`src/rtl/uart_rx_consts.svh`:
```
// Constants for the serial receiver: buffer entry layout, frame sizes, sample rates.
// Assumes inclusion by bare name from the package, the buffer and the receiver module.
`ifndef UART_RX_CONSTS_SVH
`define UART_RX_CONSTS_SVH

// Receive buffer entry layout
`define RX_ENTRY_W 12
`define RX_NINTH_POS 8
`define RX_PE_POS 9
`define RX_DOR_POS 10
`define RX_FE_POS 11
`define RX_BUF_DEPTH 2

// Frame format codes
`define RX_CSZ_NINE 3'h7
`define RX_SHREG_W 9
`define RX_PAR_EN_POS 1
`define RX_PAR_ODD_POS 0

// Samples per bit in asynchronous mode
`define RX_SPB_NORMAL 5'h10
`define RX_SPB_DOUBLE 5'h08

`endif

```
`src/rtl/uart_rx_pkg.sv`:
```
// Types and helper functions shared by the serial receiver modules.
// Assumes uart_rx_consts.svh is on the include path.
`include "uart_rx_consts.svh"

package uart_rx_pkg;

  typedef enum logic [2:0] {
    RX_IDLE,
    RX_START,
    RX_DATA,
    RX_PARITY,
    RX_STOP
  } rx_state_type;

  // Majority of three samples
  function automatic logic majority3(input logic [2:0] s);
    majority3 = (s[0] & s[1]) | (s[0] & s[2]) | (s[1] & s[2]);
  endfunction : majority3

  // Data bits per character from the size code
  function automatic logic [3:0] data_bits(input logic [2:0] csz);
    if (csz == `RX_CSZ_NINE) begin
      data_bits = 4'h9;
    end else begin
      data_bits = 4'h5 + {2'h0, csz[1:0]};
    end
  endfunction : data_bits

  // Right-justify an LSB-first shift register holding n bits; upper bits become zero
  function automatic logic [8:0] align_bits(input logic [8:0] sh, input logic [3:0] n);
    align_bits = sh >> (4'h9 - n);
  endfunction : align_bits

endpackage : uart_rx_pkg

```
`src/rtl/uart_rx_pin_sync.sv`:
```
// Two-flop synchronisers for the serial data pin and the external transfer clock pin.
// Assumes both pins are asynchronous to sys_clk_i; the clock pin is slow enough to be sampled.
module uart_rx_pin_sync (
  // Clock and reset
  input wire logic sys_clk_i,
  input wire logic nrst_i,
  // Pins
  input wire logic serial_pin_i,
  input wire logic xck_pin_i,
  // Synchronised
  output logic line_o,
  output logic xck_rise_o
);

  typedef struct packed {
    logic [1:0] line;
    logic [2:0] xck;
  } sync_type;

  sync_type r_q;
  sync_type r_d;

  always_comb begin
    r_d = r_q;
    r_d.line = {r_q.line[0], serial_pin_i};
    r_d.xck = {r_q.xck[1:0], xck_pin_i};
  end

  always_ff @(posedge sys_clk_i) begin
    if (!nrst_i) begin
      // Line idles high
      r_q <= '{line: 2'h3, xck: 3'h0};
    end else begin
      r_q <= r_d;
    end
  end

  // Edge taken from stages two and three only
  assign line_o = r_q.line[1];
  assign xck_rise_o = r_q.xck[1] & ~r_q.xck[2];

endmodule : uart_rx_pin_sync

```
`src/rtl/uart_rx_buffer.sv`:
```
// Two-entry receive buffer; head entry and its valid bit come out of registers.
// Assumes push only when not full; pop while empty is ignored; flush wins over all.
`include "uart_rx_consts.svh"

module uart_rx_buffer #(
  parameter int WIDTH = `RX_ENTRY_W,
  parameter int DEPTH = `RX_BUF_DEPTH
) (
  // Clock and reset
  input wire logic sys_clk_i,
  input wire logic nrst_i,
  // Control
  input wire logic flush_i,
  input wire logic push_i,
  input wire logic [WIDTH-1:0] push_data_i,
  input wire logic pop_i,
  // State
  output logic full_o,
  output logic head_valid_o,
  output logic [WIDTH-1:0] head_data_o
);

  localparam int PW = $clog2(DEPTH);

  typedef struct packed {
    logic [DEPTH-1:0][WIDTH-1:0] mem;
    logic [PW-1:0] wp;
    logic [PW-1:0] rp;
    logic [PW:0] cnt;
    logic head_valid;
    logic [WIDTH-1:0] head;
  } buf_type;

  buf_type r_q;
  buf_type r_d;
  logic do_push;
  logic do_pop;

  always_comb begin
    r_d = r_q;
    do_push = push_i && (r_q.cnt != (PW+1)'(DEPTH));
    do_pop = pop_i && (r_q.cnt != '0);
    if (do_push) begin
      r_d.mem[r_q.wp] = push_data_i;
      r_d.wp = (r_q.wp == PW'(DEPTH - 1)) ? '0 : r_q.wp + 1'b1;
    end
    if (do_pop) begin
      r_d.rp = (r_q.rp == PW'(DEPTH - 1)) ? '0 : r_q.rp + 1'b1;
    end
    r_d.cnt = r_q.cnt + (PW+1)'(do_push) - (PW+1)'(do_pop);
    // Head lags the pointers by one cycle
    r_d.head_valid = r_q.cnt != '0;
    r_d.head = r_q.mem[r_q.rp];
    if (flush_i) begin
      r_d.wp = '0;
      r_d.rp = '0;
      r_d.cnt = '0;
      r_d.head_valid = 1'b0;
    end
  end

  always_ff @(posedge sys_clk_i) begin
    if (!nrst_i) begin
      r_q <= '0;
    end else begin
      r_q <= r_d;
    end
  end

  assign full_o = r_q.cnt == (PW+1)'(DEPTH);
  assign head_valid_o = r_q.head_valid;
  assign head_data_o = r_q.head;

endmodule : uart_rx_buffer

```
`src/rtl/uart_serial_receiver.sv`:
```
// Receive half of a serial port: start detection, majority sampling, shift register,
// two-entry receive buffer with ninth bit and error flags, receive-complete request.
// Assumes sample_tick_i comes from a baud divider on sys_clk_i at 16x (8x double speed) the bit rate.
// Assumes both pins are asynchronous and only reach the logic through the synchroniser.
`include "uart_rx_consts.svh"

module uart_serial_receiver (
  // Clock and reset
  input wire logic sys_clk_i,
  input wire logic nrst_i,
  // Configuration
  input wire logic receive_enable_i,
  input wire logic sync_mode_i,
  input wire logic double_speed_bit_i,
  input wire logic [2:0] char_size_field_i,
  input wire logic [1:0] parity_mode_field_i,
  input wire logic stop_bits_select_i,
  input wire logic rx_complete_irq_enable_i,
  input wire logic global_irq_enable_i,
  // Sample rate enable from the baud divider
  input wire logic sample_tick_i,
  // Pins
  input wire logic serial_input_pin_i,
  input wire logic ext_transfer_clock_pin_i,
  // Data register read strobe
  input wire logic data_read_i,
  // Receive data register and status
  output logic [7:0] rx_data_register_o,
  output logic rx_ninth_bit_o,
  output logic frame_error_flag_o,
  output logic data_overrun_flag_o,
  output logic parity_error_flag_o,
  output logic rx_complete_flag_o,
  output logic rx_complete_irq_o,
  output logic pin_override_o
);

  import uart_rx_pkg::*;

  typedef struct packed {
    rx_state_type state;
    logic [4:0] smp_cnt;
    logic [1:0] votes;
    logic [3:0] bit_cnt;
    logic [8:0] shreg;
    logic par_bit;
    logic pend;
    logic [`RX_ENTRY_W-1:0] pend_entry;
    logic lost;
    logic [7:0] data;
    logic ninth;
    logic fe;
    logic data_overrun_flag;
    logic pe;
    logic rx_complete_flag;
    logic irq;
    logic ovr;
  } rx_type;

  rx_type r_q;
  rx_type r_d;

  logic line;
  logic xck_rise;
  logic buf_full;
  logic head_valid;
  logic [`RX_ENTRY_W-1:0] head_data;
  logic push;
  logic [`RX_ENTRY_W-1:0] push_data;
  logic flush;

  // Pins cross into the system clock domain here
  uart_rx_pin_sync u_sync (
    .sys_clk_i(sys_clk_i),
    .nrst_i(nrst_i),
    .serial_pin_i(serial_input_pin_i),
    .xck_pin_i(ext_transfer_clock_pin_i),
    .line_o(line),
    .xck_rise_o(xck_rise)
  );

  // Flush empties the buffer in the disable cycle itself
  uart_rx_buffer #(
    .WIDTH(`RX_ENTRY_W),
    .DEPTH(`RX_BUF_DEPTH)
  ) u_buf (
    .sys_clk_i(sys_clk_i),
    .nrst_i(nrst_i),
    .flush_i(flush),
    .push_i(push),
    .push_data_i(push_data),
    .pop_i(data_read_i),
    .full_o(buf_full),
    .head_valid_o(head_valid),
    .head_data_o(head_data)
  );

  // Per-cycle frame decoding
  logic [4:0] spb;
  logic [4:0] first_smp;
  logic [4:0] last_smp;
  logic [3:0] nbits;
  logic par_en;
  logic bit_ok;
  logic bit_val;
  logic start_seen;
  logic frame_done;
  logic [8:0] aligned;
  logic [`RX_ENTRY_W-1:0] new_entry;

  always_comb begin
    r_d = r_q;
    push = 1'b0;
    push_data = '0;
    bit_ok = 1'b0;
    bit_val = 1'b1;
    start_seen = 1'b0;
    frame_done = 1'b0;
    new_entry = '0;
    spb = double_speed_bit_i ? `RX_SPB_DOUBLE : `RX_SPB_NORMAL;
    first_smp = spb >> 1;
    last_smp = first_smp + 5'h02;
    nbits = data_bits(char_size_field_i);
    par_en = parity_mode_field_i[`RX_PAR_EN_POS];

    // Bit decisions: centre-sample vote, or one sample per rising transfer clock edge
    if (!sync_mode_i) begin
      if (sample_tick_i && r_q.state != RX_IDLE) begin
        if (r_q.smp_cnt >= first_smp && r_q.smp_cnt < last_smp) begin
          r_d.votes = {r_q.votes[0], line};
        end
        if (r_q.smp_cnt == last_smp) begin
          bit_ok = 1'b1;
          bit_val = majority3({r_q.votes, line});
        end
        r_d.smp_cnt = (r_q.smp_cnt == spb) ? 5'h01 : r_q.smp_cnt + 5'h01;
      end
    end else begin
      bit_ok = xck_rise && r_q.state != RX_IDLE;
      bit_val = line;
    end

    unique case (r_q.state)
      RX_IDLE: begin
        // First low sample counts as sample one of the start bit
        if (!sync_mode_i && sample_tick_i && !line) begin
          r_d.state = RX_START;
          r_d.smp_cnt = 5'h02;
        end else if (sync_mode_i && xck_rise && !line) begin
          r_d.state = RX_DATA;
          r_d.bit_cnt = '0;
          start_seen = 1'b1;
        end
      end
      RX_START: begin
        if (bit_ok) begin
          // Majority high means a noise spike
          if (bit_val) begin
            r_d.state = RX_IDLE;
          end else begin
            r_d.state = RX_DATA;
            r_d.bit_cnt = '0;
            start_seen = 1'b1;
          end
        end
      end
      RX_DATA: begin
        if (bit_ok) begin
          r_d.shreg = {bit_val, r_q.shreg[8:1]};
          r_d.bit_cnt = r_q.bit_cnt + 4'h1;
          if (r_q.bit_cnt + 4'h1 == nbits) begin
            r_d.state = par_en ? RX_PARITY : RX_STOP;
          end
        end
      end
      RX_PARITY: begin
        // Parity bit kept out of the shift register so data stays aligned
        if (bit_ok) begin
          r_d.par_bit = bit_val;
          r_d.state = RX_STOP;
        end
      end
      RX_STOP: begin
        // Back to idle after the first stop bit; a second one is just idle line
        if (bit_ok) begin
          frame_done = 1'b1;
          r_d.state = RX_IDLE;
        end
      end
      // Unused state codes fall back to idle
      default: begin
        r_d.state = RX_IDLE;
      end
    endcase

    // Frame assembly; short characters land right-justified with zero upper bits
    aligned = align_bits(r_q.shreg, nbits);
    new_entry[7:0] = aligned[7:0];
    new_entry[`RX_NINTH_POS] = (char_size_field_i == `RX_CSZ_NINE) ? aligned[8] : 1'b0;
    new_entry[`RX_FE_POS] = ~bit_val;
    new_entry[`RX_PE_POS] = par_en && ((^aligned ^ r_q.par_bit) != parity_mode_field_i[`RX_PAR_ODD_POS]);

    // A waiting frame drains first; overrun mark rides on the entry that goes in
    if (r_q.pend && !buf_full) begin
      push = 1'b1;
      push_data = r_q.pend_entry;
      push_data[`RX_DOR_POS] = r_q.lost;
      r_d.lost = 1'b0;
      r_d.pend = 1'b0;
      if (frame_done) begin
        r_d.pend = 1'b1;
        r_d.pend_entry = new_entry;
      end
    end else if (frame_done) begin
      if (!buf_full && !r_q.pend) begin
        push = 1'b1;
        push_data = new_entry;
        push_data[`RX_DOR_POS] = r_q.lost;
        r_d.lost = 1'b0;
      end else begin
        // Overwrites any older waiting frame, already counted as lost
        r_d.pend = 1'b1;
        r_d.pend_entry = new_entry;
      end
    end

    if (start_seen && buf_full && r_q.pend) begin
      r_d.lost = 1'b1;
    end

    // Disable acts at once: frame in flight and waiting frame are dropped
    flush = ~receive_enable_i;
    if (!receive_enable_i) begin
      r_d.state = RX_IDLE;
      r_d.pend = 1'b0;
      r_d.lost = 1'b0;
      push = 1'b0;
    end
    // Pin claimed one cycle after enable, released one cycle after disable
    r_d.ovr = receive_enable_i;

    // Register view of the head entry; error flags have no write path
    r_d.rx_complete_flag = head_valid && !flush;
    // Masked by the flush too, so data and flags clear in the same cycle as the flag
    if (r_d.rx_complete_flag) begin
      r_d.data = head_data[7:0];
      r_d.ninth = head_data[`RX_NINTH_POS];
      r_d.fe = head_data[`RX_FE_POS];
      r_d.data_overrun_flag = head_data[`RX_DOR_POS];
      r_d.pe = head_data[`RX_PE_POS];
    end else begin
      r_d.data = 8'h00;
      r_d.ninth = 1'b0;
      r_d.fe = 1'b0;
      r_d.data_overrun_flag = 1'b0;
      r_d.pe = 1'b0;
    end
    // Level request from the completion flag only, never from errors
    r_d.irq = r_d.rx_complete_flag && rx_complete_irq_enable_i && global_irq_enable_i;
  end

  always_ff @(posedge sys_clk_i) begin
    if (!nrst_i) begin
      r_q <= '{state: RX_IDLE, smp_cnt: 5'h01, default: '0};
    end else begin
      r_q <= r_d;
    end
  end

  assign rx_data_register_o = r_q.data;
  assign rx_ninth_bit_o = r_q.ninth;
  assign frame_error_flag_o = r_q.fe;
  assign data_overrun_flag_o = r_q.data_overrun_flag;
  assign parity_error_flag_o = r_q.pe;
  assign rx_complete_flag_o = r_q.rx_complete_flag;
  assign rx_complete_irq_o = r_q.irq;
  assign pin_override_o = r_q.ovr;

endmodule : uart_serial_receiver

```
`config.mk`:
```
export PLATFORM = sky130hd
export DESIGN_NAME = uart_serial_receiver
export DESIGN_NICKNAME = d
export VERILOG_FILES = /design/src/rtl/uart_rx_pkg.sv /design/src/rtl/uart_rx_pin_sync.sv /design/src/rtl/uart_rx_buffer.sv /design/src/rtl/uart_serial_receiver.sv
export VERILOG_INCLUDE_DIRS = /design/src /design/src/rtl
export SDC_FILE = /design/constraint.sdc
export NUM_CORES = 1
export LEC_CHECK = 0
export BUFFER_PORTS_ARGS = -buffer_cell sky130_fd_sc_hd__buf_2
export CORE_MARGIN = 5
export CORE_UTILIZATION = 25
export DETAILED_ROUTE_END_ITERATION = 10
export PLACE_DENSITY = 0.46
export SYNTH_ARGS = -nofsm -noshare
export SYNTH_HDL_FRONTEND = slang
export SYNTH_SLANG_ARGS = --single-unit
```
`constraint.sdc`:
```
create_clock -name sys_clk_i -period 4.4 [get_ports sys_clk_i]
set_clock_uncertainty 0.2 [all_clocks]
set_input_delay 0.88 -clock sys_clk_i [delete_from_list [all_inputs] [get_ports sys_clk_i]]
set_output_delay 0.88 -clock sys_clk_i [all_outputs]
set_load 0.01 [all_outputs]
```
==> results by group, run 1 <==
Global routing
  – Antenna violations before repair: 0
  – Number of global-route vias before repair: 3395
  – First-pass GRT wire length: between 15000 and 20000 um
  – Total congestion overflow: 0
  – Largest net degree at the start of global routing: 39
  – Gr usage total: under 10%

Detailed routing
  – Total Wirelength: around 9600 um
  – Post-DR wirelength/cell: 12.2 um
  – Drt via density: around 4.4
  – Number of DRC markers in iteration 0: approximately 130
  – DR pass1 iterations: 4
  – DR DRC count: 0
  – Post-DRT Antenna Nets: 0
  – Vias: 3438

Clock network
  – CTS Buf Count: 9
  – Clk root buf: clkbuf_16
  – H-tree levels: 3
  – Post-CTS Hold Buffers: 0
  – Clk slew on worst S/H paths: approximately 0.070 ns
  – Clock latency on the worst-skew pair: ~0.35 ns
  – Post-CTS setup buffers: 0
  – Post-CTS sizing: 0
  – Sink Count: 98
  – Clock Path Buffers: 2
  – TritonCTS clock tree: built

Layout
  – Layout cells sized above 1: a little over an eighth
  – Final #Nets: 548
  – Final Non-Filler Cells: about 790
  – Post-route cell area: 5410 sq um
  – Commonest non-fill, non-tap cell in the layout: dfxtp_1
  – Storage element area: slightly below 2000 sq um
  – Most frequent cells in the layout: dfxtp_1, nand2_1, nor2b_1, mux2i_1, nor2_1
  – FILL cells: about 2000
  – Ant. Diodes: 0
  – Multi-input gate area: 2610 sq um
  – Area Growth Syn to Fin: 11.7%

Place
  – DP HPWL: a little under 7000 um
  – Gpl congestion: between 0.7 and 0.8
  – Number of I/O port buffers: 30
  – Post-Place Cell Area: a little over 5000 sq um
  – Placed insts: between 700 and 800

Pwr
  – Pleak: approximately 2.2 nW
  – NetSw: ~0.43 mW
  – Flop pwr share: between 50% and 60%
  – Switching power share of the total: 24.5%
  – Power per standard cell area: around 320 nW/um^2
  – Peak supply drop: around 0.14 mV
  – Clock power frac: 43.8%
  – Combinational share of power: around 5.4%
  – Int Pwr: 1.32 mW

Floorplanning
  – Top Ports: 32
  – Full die area: 22200 sq um
  – Die W: approximately 150 um
  – Initial core utilization: 25.6%
  – Rows: 50
  – Placeable Area: 18900 sq um
  – Die height: about 150 um

Synth
  – Post-synthesis sequential area ratio: 40.5%
  – Ys Warns: 0
  – Yosys reg bits: 98
  – Netlist Area Pre-Place: 4840 sq um
  – Synth unique cells: 67
  – Number of synthesized flops with an enable pin: 0
  – Ys flop type: dfxtp_1
  – Post-synth ARST share: 0%
  – Syn Inst Count: a little over 500
  – Synthesized area per cell: approximately 9.4 sq um
  – Syn Nets: ~550

Critical path
  – Crit-path max cell delay: ~0.76 ns
  – WS Path Type: in2reg
  – Startpoint Class: input port
  – Critical path cell sequence: buf_2 -> inv_1 -> ha_1 -> mux2i_1 -> a211o_1 -> or3_1 -> a22o_1 -> a22o_1 -> nand4_1 -> a31oi_1
  – CP Buf/Inv Count: 2
  – Max FO, Critical Path: 23
  – Crit path max-delay family: compound AO/OA/AOI/OAI gates
  – Most frequent CP cell: a22o_1
  – Critical path endpoint category: flop
  – CP max stage cell: ha_1
  – WP data required: 4.40 ns
  – Worst EP arrival: 3.42 ns

Timing
  – Min Tclk post-route: 3.42 ns
  – Hold slack: between 0.2 and 0.25 ns
  – Fin. max-slew vios: 0
  – Fmax: between 0.2 and 0.3 GHz
  – Max_slew headroom: a little under half
  – Tcrit/Tclk final: 77.7%
  – Final Hold Viols: 0
  – Tightest Pin Transition: about 0.8 ns
  – Final setup violating endpoints: 0
  – Total negative slack: 0 ns
  – Unrepaired setup endpoints after global routing: false

Run
  – Maxcap violations: 0

Run status
  – Status: completed

Min path
  – Hold Path Class: reg2reg
[final timing paths]
| check | from | to | slack [ns] | cells past startpoint |
|---|---|---|---|---|
| max | char_size_field_i[0] | u_buf.r_q[38] | 0.98 | 10 |
| min | u_buf.head_data_o[11] | frame_error_flag_o | 0.23 | 1 |
| max reg2reg | r_q[50] | u_buf.r_q[34] | 1.32 | 9 |
| min reg2reg | u_buf.head_data_o[11] | frame_error_flag_o | 0.23 | 1 |
[synthesized netlist by cell type (3+ instances only)]
| cell | instances | area share (%) |
|---|---|---|
| o21ai_0 | 18 | 1.9 |
| nand4_1 | 6 | 0.78 |
| buf_6 | 3 | 0.70 |
| o211ai_2 | 3 | 0.78 |
| dfxtp_1 | 98 | 41 |
| a21boi_0 | 5 | 0.78 |
| a32oi_1 | 3 | 0.54 |
| nor3_1 | 6 | 0.62 |
| nand2_1 | 50 | 3.9 |
| nor2b_1 | 42 | 5.4 |
| mux4_2 | 6 | 2.8 |
| ha_1 | 11 | 2.8 |
| xor2_1 | 6 | 1.1 |
| inv_1 | 12 | 0.93 |
| nand3_1 | 9 | 0.93 |
| and3_1 | 4 | 0.52 |
| o211a_1 | 19 | 3.9 |
| xnor2_1 | 10 | 1.8 |
| a21oi_1 | 11 | 1.1 |
| nand3b_1 | 3 | 0.47 |
| and2_1 | 19 | 2.5 |
| clkbuf_1 | 20 | 1.6 |
| mux2i_1 | 37 | 7.7 |
| nor2_1 | 32 | 2.5 |
| nor3b_1 | 4 | 0.62 |
| a22oi_1 | 8 | 1.2 |
| nand2b_1 | 8 | 1.0 |
| buf_4 | 9 | 1.4 |
| buf_2 | 8 | 0.83 |
| or3_1 | 5 | 0.65 |
[layout make-up]
cell class                      count  share of cell area [%]
Inverter                           13                   0.903
Clock buffer                        9                    4.17
Sequential cell                    98                    36.3
Clock inverter                      7                    1.11
Multi-Input combinational cell    364                    48.2
Tap cell                          260                    6.02
Timing Repair Buffer               34                    3.33
[kinds of logic (layout without fill, tap and decap cells)]
family / after synthesis / after routing / share of synthesized area, %
compound gates: 94 / 94 / 15.2
mux: 45 / 45 / 10.9
fa+ha+maj: 12 / 12 / 3.05
xor+xnor: 17 / 17 / 3.23
flops: 98 / 98 / 40.5
simple gates: 196 / 196 / 21.4
buf+inv: 55 / 63 / 5.66
[state kept, by name, summed over array words and instances, names as in the netlist]
signal / count
r_q: 37
u_buf.head_data_o: 12
u_buf.head_valid_o: 1
data_overrun_flag_o: 1
rx_data_register_o: 8
pin_override_o: 1
u_sync.r_d: 3
rx_complete_flag_o: 1
frame_error_flag_o: 1
u_sync.line_o: 1
parity_error_flag_o: 1
u_sync.r_q: 1
rx_complete_irq_o: 1
rx_ninth_bit_o: 1
u_buf.r_q: 28
[metrics by stage]
step                      power [mW]  setup WS [ns]  util (%)
final                           1.75          0.982      28.6
after global routing            1.83          0.685      28.6
after CTS                       1.78          0.948      28.6
after detailed placement        1.01          0.581      27.1
after global placement          1.01          0.631      27.1
after floorplan                0.985           1.06         -
[power by group through the flow]
stage | clock [mW] | sequential (mW) | combinational, mW
2_1_floorplan | 0 | 0.911 | 0.0733
3_3_place_gp | 0 | 0.912 | 0.0943
3_5_place_dp | 0 | 0.912 | 0.0958
4_1_cts | 0.796 | 0.891 | 0.0962
5_1_grt | 0.835 | 0.891 | 0.106
6_report | 0.768 | 0.891 | 0.0946
[routing by layer]
metal  GRT usage (%)  routed length (um)  vias up
met2            14.5                4320       33
met4            3.84                 204        0
met3            2.34                 297       15
met1            11.5                4770     1595
li1                -                   -     1795
met5               0                   0        -
[worst reg2reg max path, cell delays in order, from the launching register on]
cell	delay, ns
dfxtp_1	0.63
or3_1	0.22
nand4_1	0.13
o21a_1	0.29
nor2_2	0.28
o211ai_2	0.13
inv_2	0.09
and2_1	0.66
mux2i_1	0.26
nor2b_1	0.06
Note: power is estimated with default switching activity, not from simulation.
==> inputs of run 2 (changes only) <==
PLACE_DENSITY = 0.47   (was 0.46)
clock period = 2.9 ns   (was 4.4 ns; I/O delays follow)
==> run 2 against run 1 <==
Net effect: combinational power increased by 88%; design area is 6.2% higher; first-iteration DRC count rose by 30%; die area unchanged; sequential cell count did not move; hold slack lost 0.0016 ns; via count increased by 4.9%; total power increased by 52%; global-route usage up 0.47 points; critical path depth is 1 higher; register-to-register slack worse by 0.91 ns; wire length up 4.3%; critical endpoint unchanged; highest routed layer unchanged.
==> results by group, run 2 (synthesized netlist as in run 1, its figures left out) <==
Run status
  – Status: completed

Detailed routing
  – Number of DRC markers in iteration 0: 173 (+30%)
  – Post-DRT Antenna Nets: 0 (unchanged)
  – DR DRC count: 0 (unchanged)
  – Total Wirelength: 10000 um (+4.3%)
  – Post-DR wirelength/cell: 12.2 um (-0.38%)
  – DR pass1 iterations: 4 (unchanged)
  – Vias: 3608 (+4.9%)
  – Drt via density: 4.39 (+0.22%)

Global routing
  – Largest net degree at the start of global routing: 41 (+5.1%)
  – Routing usage on met1: 11.8% (+0.33 points)
  – GR Layer Usage met2: 15.2% (+0.70 points)
  – Total congestion overflow: 0 (unchanged)
  – First-pass GRT wire length: 17100 um (+4.1%)
  – Number of global-route vias before repair: 3539 (+4.2%)
  – Gr usage total: 9.51% (+0.47 points)
  – Antenna violations before repair: 0 (unchanged)
  – Grt met3 use: 2.43% (+0.091 points)
  – Most used routing layer in global routing: met2

Critical path
  – WP data required: 2.94 ns (-1.46 ns)
  – Startpoint Class: input port
  – Max FO, Critical Path: 4 (-83%)
  – Critical path endpoint category: flop
  – Reg2reg path depth: 11 (+2)
  – Reg-to-Reg Start: r_q[47]
  – Reg-to-reg slack, setup: 0.41 ns (-0.91 ns)
  – WS Path Type: in2reg
  – CP Launch Point: char_size_field_i[0]
  – Worst r2r dst: u_buf.r_q[38]
  – Worst Setup EP: u_buf.r_q[38]
  – Worst EP arrival: 2.79 ns (-0.63 ns)

Timing
  – Unrepaired setup endpoints after global routing: false
  – Max_slew headroom: 47.2% (+1.8 points)
  – Final Hold Viols: 0 (unchanged)
  – Fin. max-slew vios: 0 (unchanged)
  – Tightest Pin Transition: 0.790 ns (-0.0274 ns)
  – Min Tclk post-route: between 2 and 3 ns
  – Tcrit/Tclk final: a little over nine tenths
  – Fmax: around 0.36 GHz
  – Final setup violating endpoints: 0 (unchanged)
  – Hold slack: 0.225 ns (-0.00162 ns)

Pwr
  – Power per standard cell area: 464 nW/um^2 (+43%)
  – Peak supply drop: 0.217 mV (+59%)
  – Post-route total power: 2.67 mW (+52%)
  – Pleak: 2.35 nW (+8.7%)

Place
  – Number of I/O port buffers: 30 (unchanged)
  – Post-Place Cell Area: 5450 sq um (+6.4%)
  – Gpl congestion: 0.740 (-1.3%)
  – DP HPWL: 7290 um (+4.9%)
  – Placed insts: 806 (+4.8%)

Clock network
  – Clk root buf: clkbuf_16
  – Post-CTS Hold Buffers: 0 (unchanged)
  – CTS Buf Count: 9 (unchanged)
  – Clock latency on the worst-skew pair: 0.35 ns (about the same)
  – H-tree levels: 3 (unchanged)
  – Clock Path Buffers: 2 (unchanged)
  – Clk slew on worst S/H paths: 0.07 ns (about the same)
  – Sink Count: 98 (unchanged)
  – TritonCTS clock tree: built

Layout
  – Final Non-Filler Cells: 822 (+4.7%)
  – Final #Nets: 586 (+6.9%)
  – FILL cells: 1994 (-1.8%)
  – Post-route cell area: 5740 sq um (+6.2%)
  – Commonest non-fill, non-tap cell in the layout: dfxtp_1
  – Most frequent cells in the layout: dfxtp_1, nand2_1, nor2b_1, buf_4, mux2i_1
  – Ant. Diodes: 0 (unchanged)
  – Area Growth Syn to Fin: 18.6%
  – Register with the most flip-flops: r_q
  – Layout cells sized above 1: 19.4% (+6.3 points)
  – Max FFs per register: 37 (unchanged)

Floorplanning
  – Rows: 50 (unchanged)
  – Die height: 149 um (unchanged)
  – Placeable Area: 18900 sq um (unchanged)
  – Initial core utilization: 25.6% (unchanged)
  – Die W: 149 um (unchanged)
  – Full die area: 22200 sq um (unchanged)
  – Top Ports: 32 (unchanged)

Run
  – Maxcap violations: 0 (unchanged)

Min path
  – Hold Path Class: in2reg
[run 2: worst min-delay path by stage]
stage | end | cells past startpoint | slack [ns] | from
final | u_sync.r_d[4] | 2 | 0.22 | serial_input_pin_i
after detailed placement | u_sync.line_o | 1 | 0.21 | u_sync.r_d[4]
after CTS | u_sync.r_d[4] | 2 | 0.22 | serial_input_pin_i
after global routing | u_sync.r_d[4] | 2 | 0.23 | serial_input_pin_i
after global placement | u_sync.line_o | 1 | 0.20 | u_sync.r_d[4]
after floorplan | u_sync.line_o | 1 | 0.19 | u_sync.r_d[4]
[run 2: cell type report]
type                            count  area (sq um)  share of cell area (%)
Inverter                           13          48.8                   0.850
Timing Repair Buffer               72           507                    8.82
Clock buffer                        9           225                    3.92
Sequential cell                    98          1960                    34.2
Tap cell                          260           325                    5.66
Multi-Input combinational cell    364          2630                    45.8
Clock inverter                      6          47.5                   0.828
[run 2: stage by stage]
step	util, %	TNS, ns	worst slack (ns)
after floorplan	-	-0.268	-0.107
after global placement	28.8	-1.08	-0.232
after detailed placement	28.8	-1.41	-0.288
after CTS	30.3	0	0.0824
after global routing	30.4	0	0.00904
final	30.4	0	0.147
[run 2: per-layer routing]
metal / share of wire (%) / vias to the layer above
met5: 0 / -
met4: 2.4 / 0
met3: 3.2 / 20
met2: 46 / 47
met1: 49 / 1668
li1: - / 1873
[run 2: power breakdown]
group,switching (mW),internal (mW)
Sequential,0.00283,1.35
Combinational,0.0917,0.0863
Clock,0.548,0.588
Total,0.643,2.02
[run 2: worst max-delay path, stage by stage]
cell      delay (ns)
buf_2           0.13
ha_4            0.17
a21boi_4        0.18
buf_4           0.14
mux4_2          0.52
xnor2_1         0.17
nand2b_1        0.10
a311o_2         0.39
a22o_1          0.21
nand4_1         0.11
a31oi_1         0.09
[run 2: timing repair]
action | 4_1_cts | 5_1_grt
setup endpoints to repair | 0 | 3
gates resized for setup | 0 | 3
buffers inserted | 0 | 1
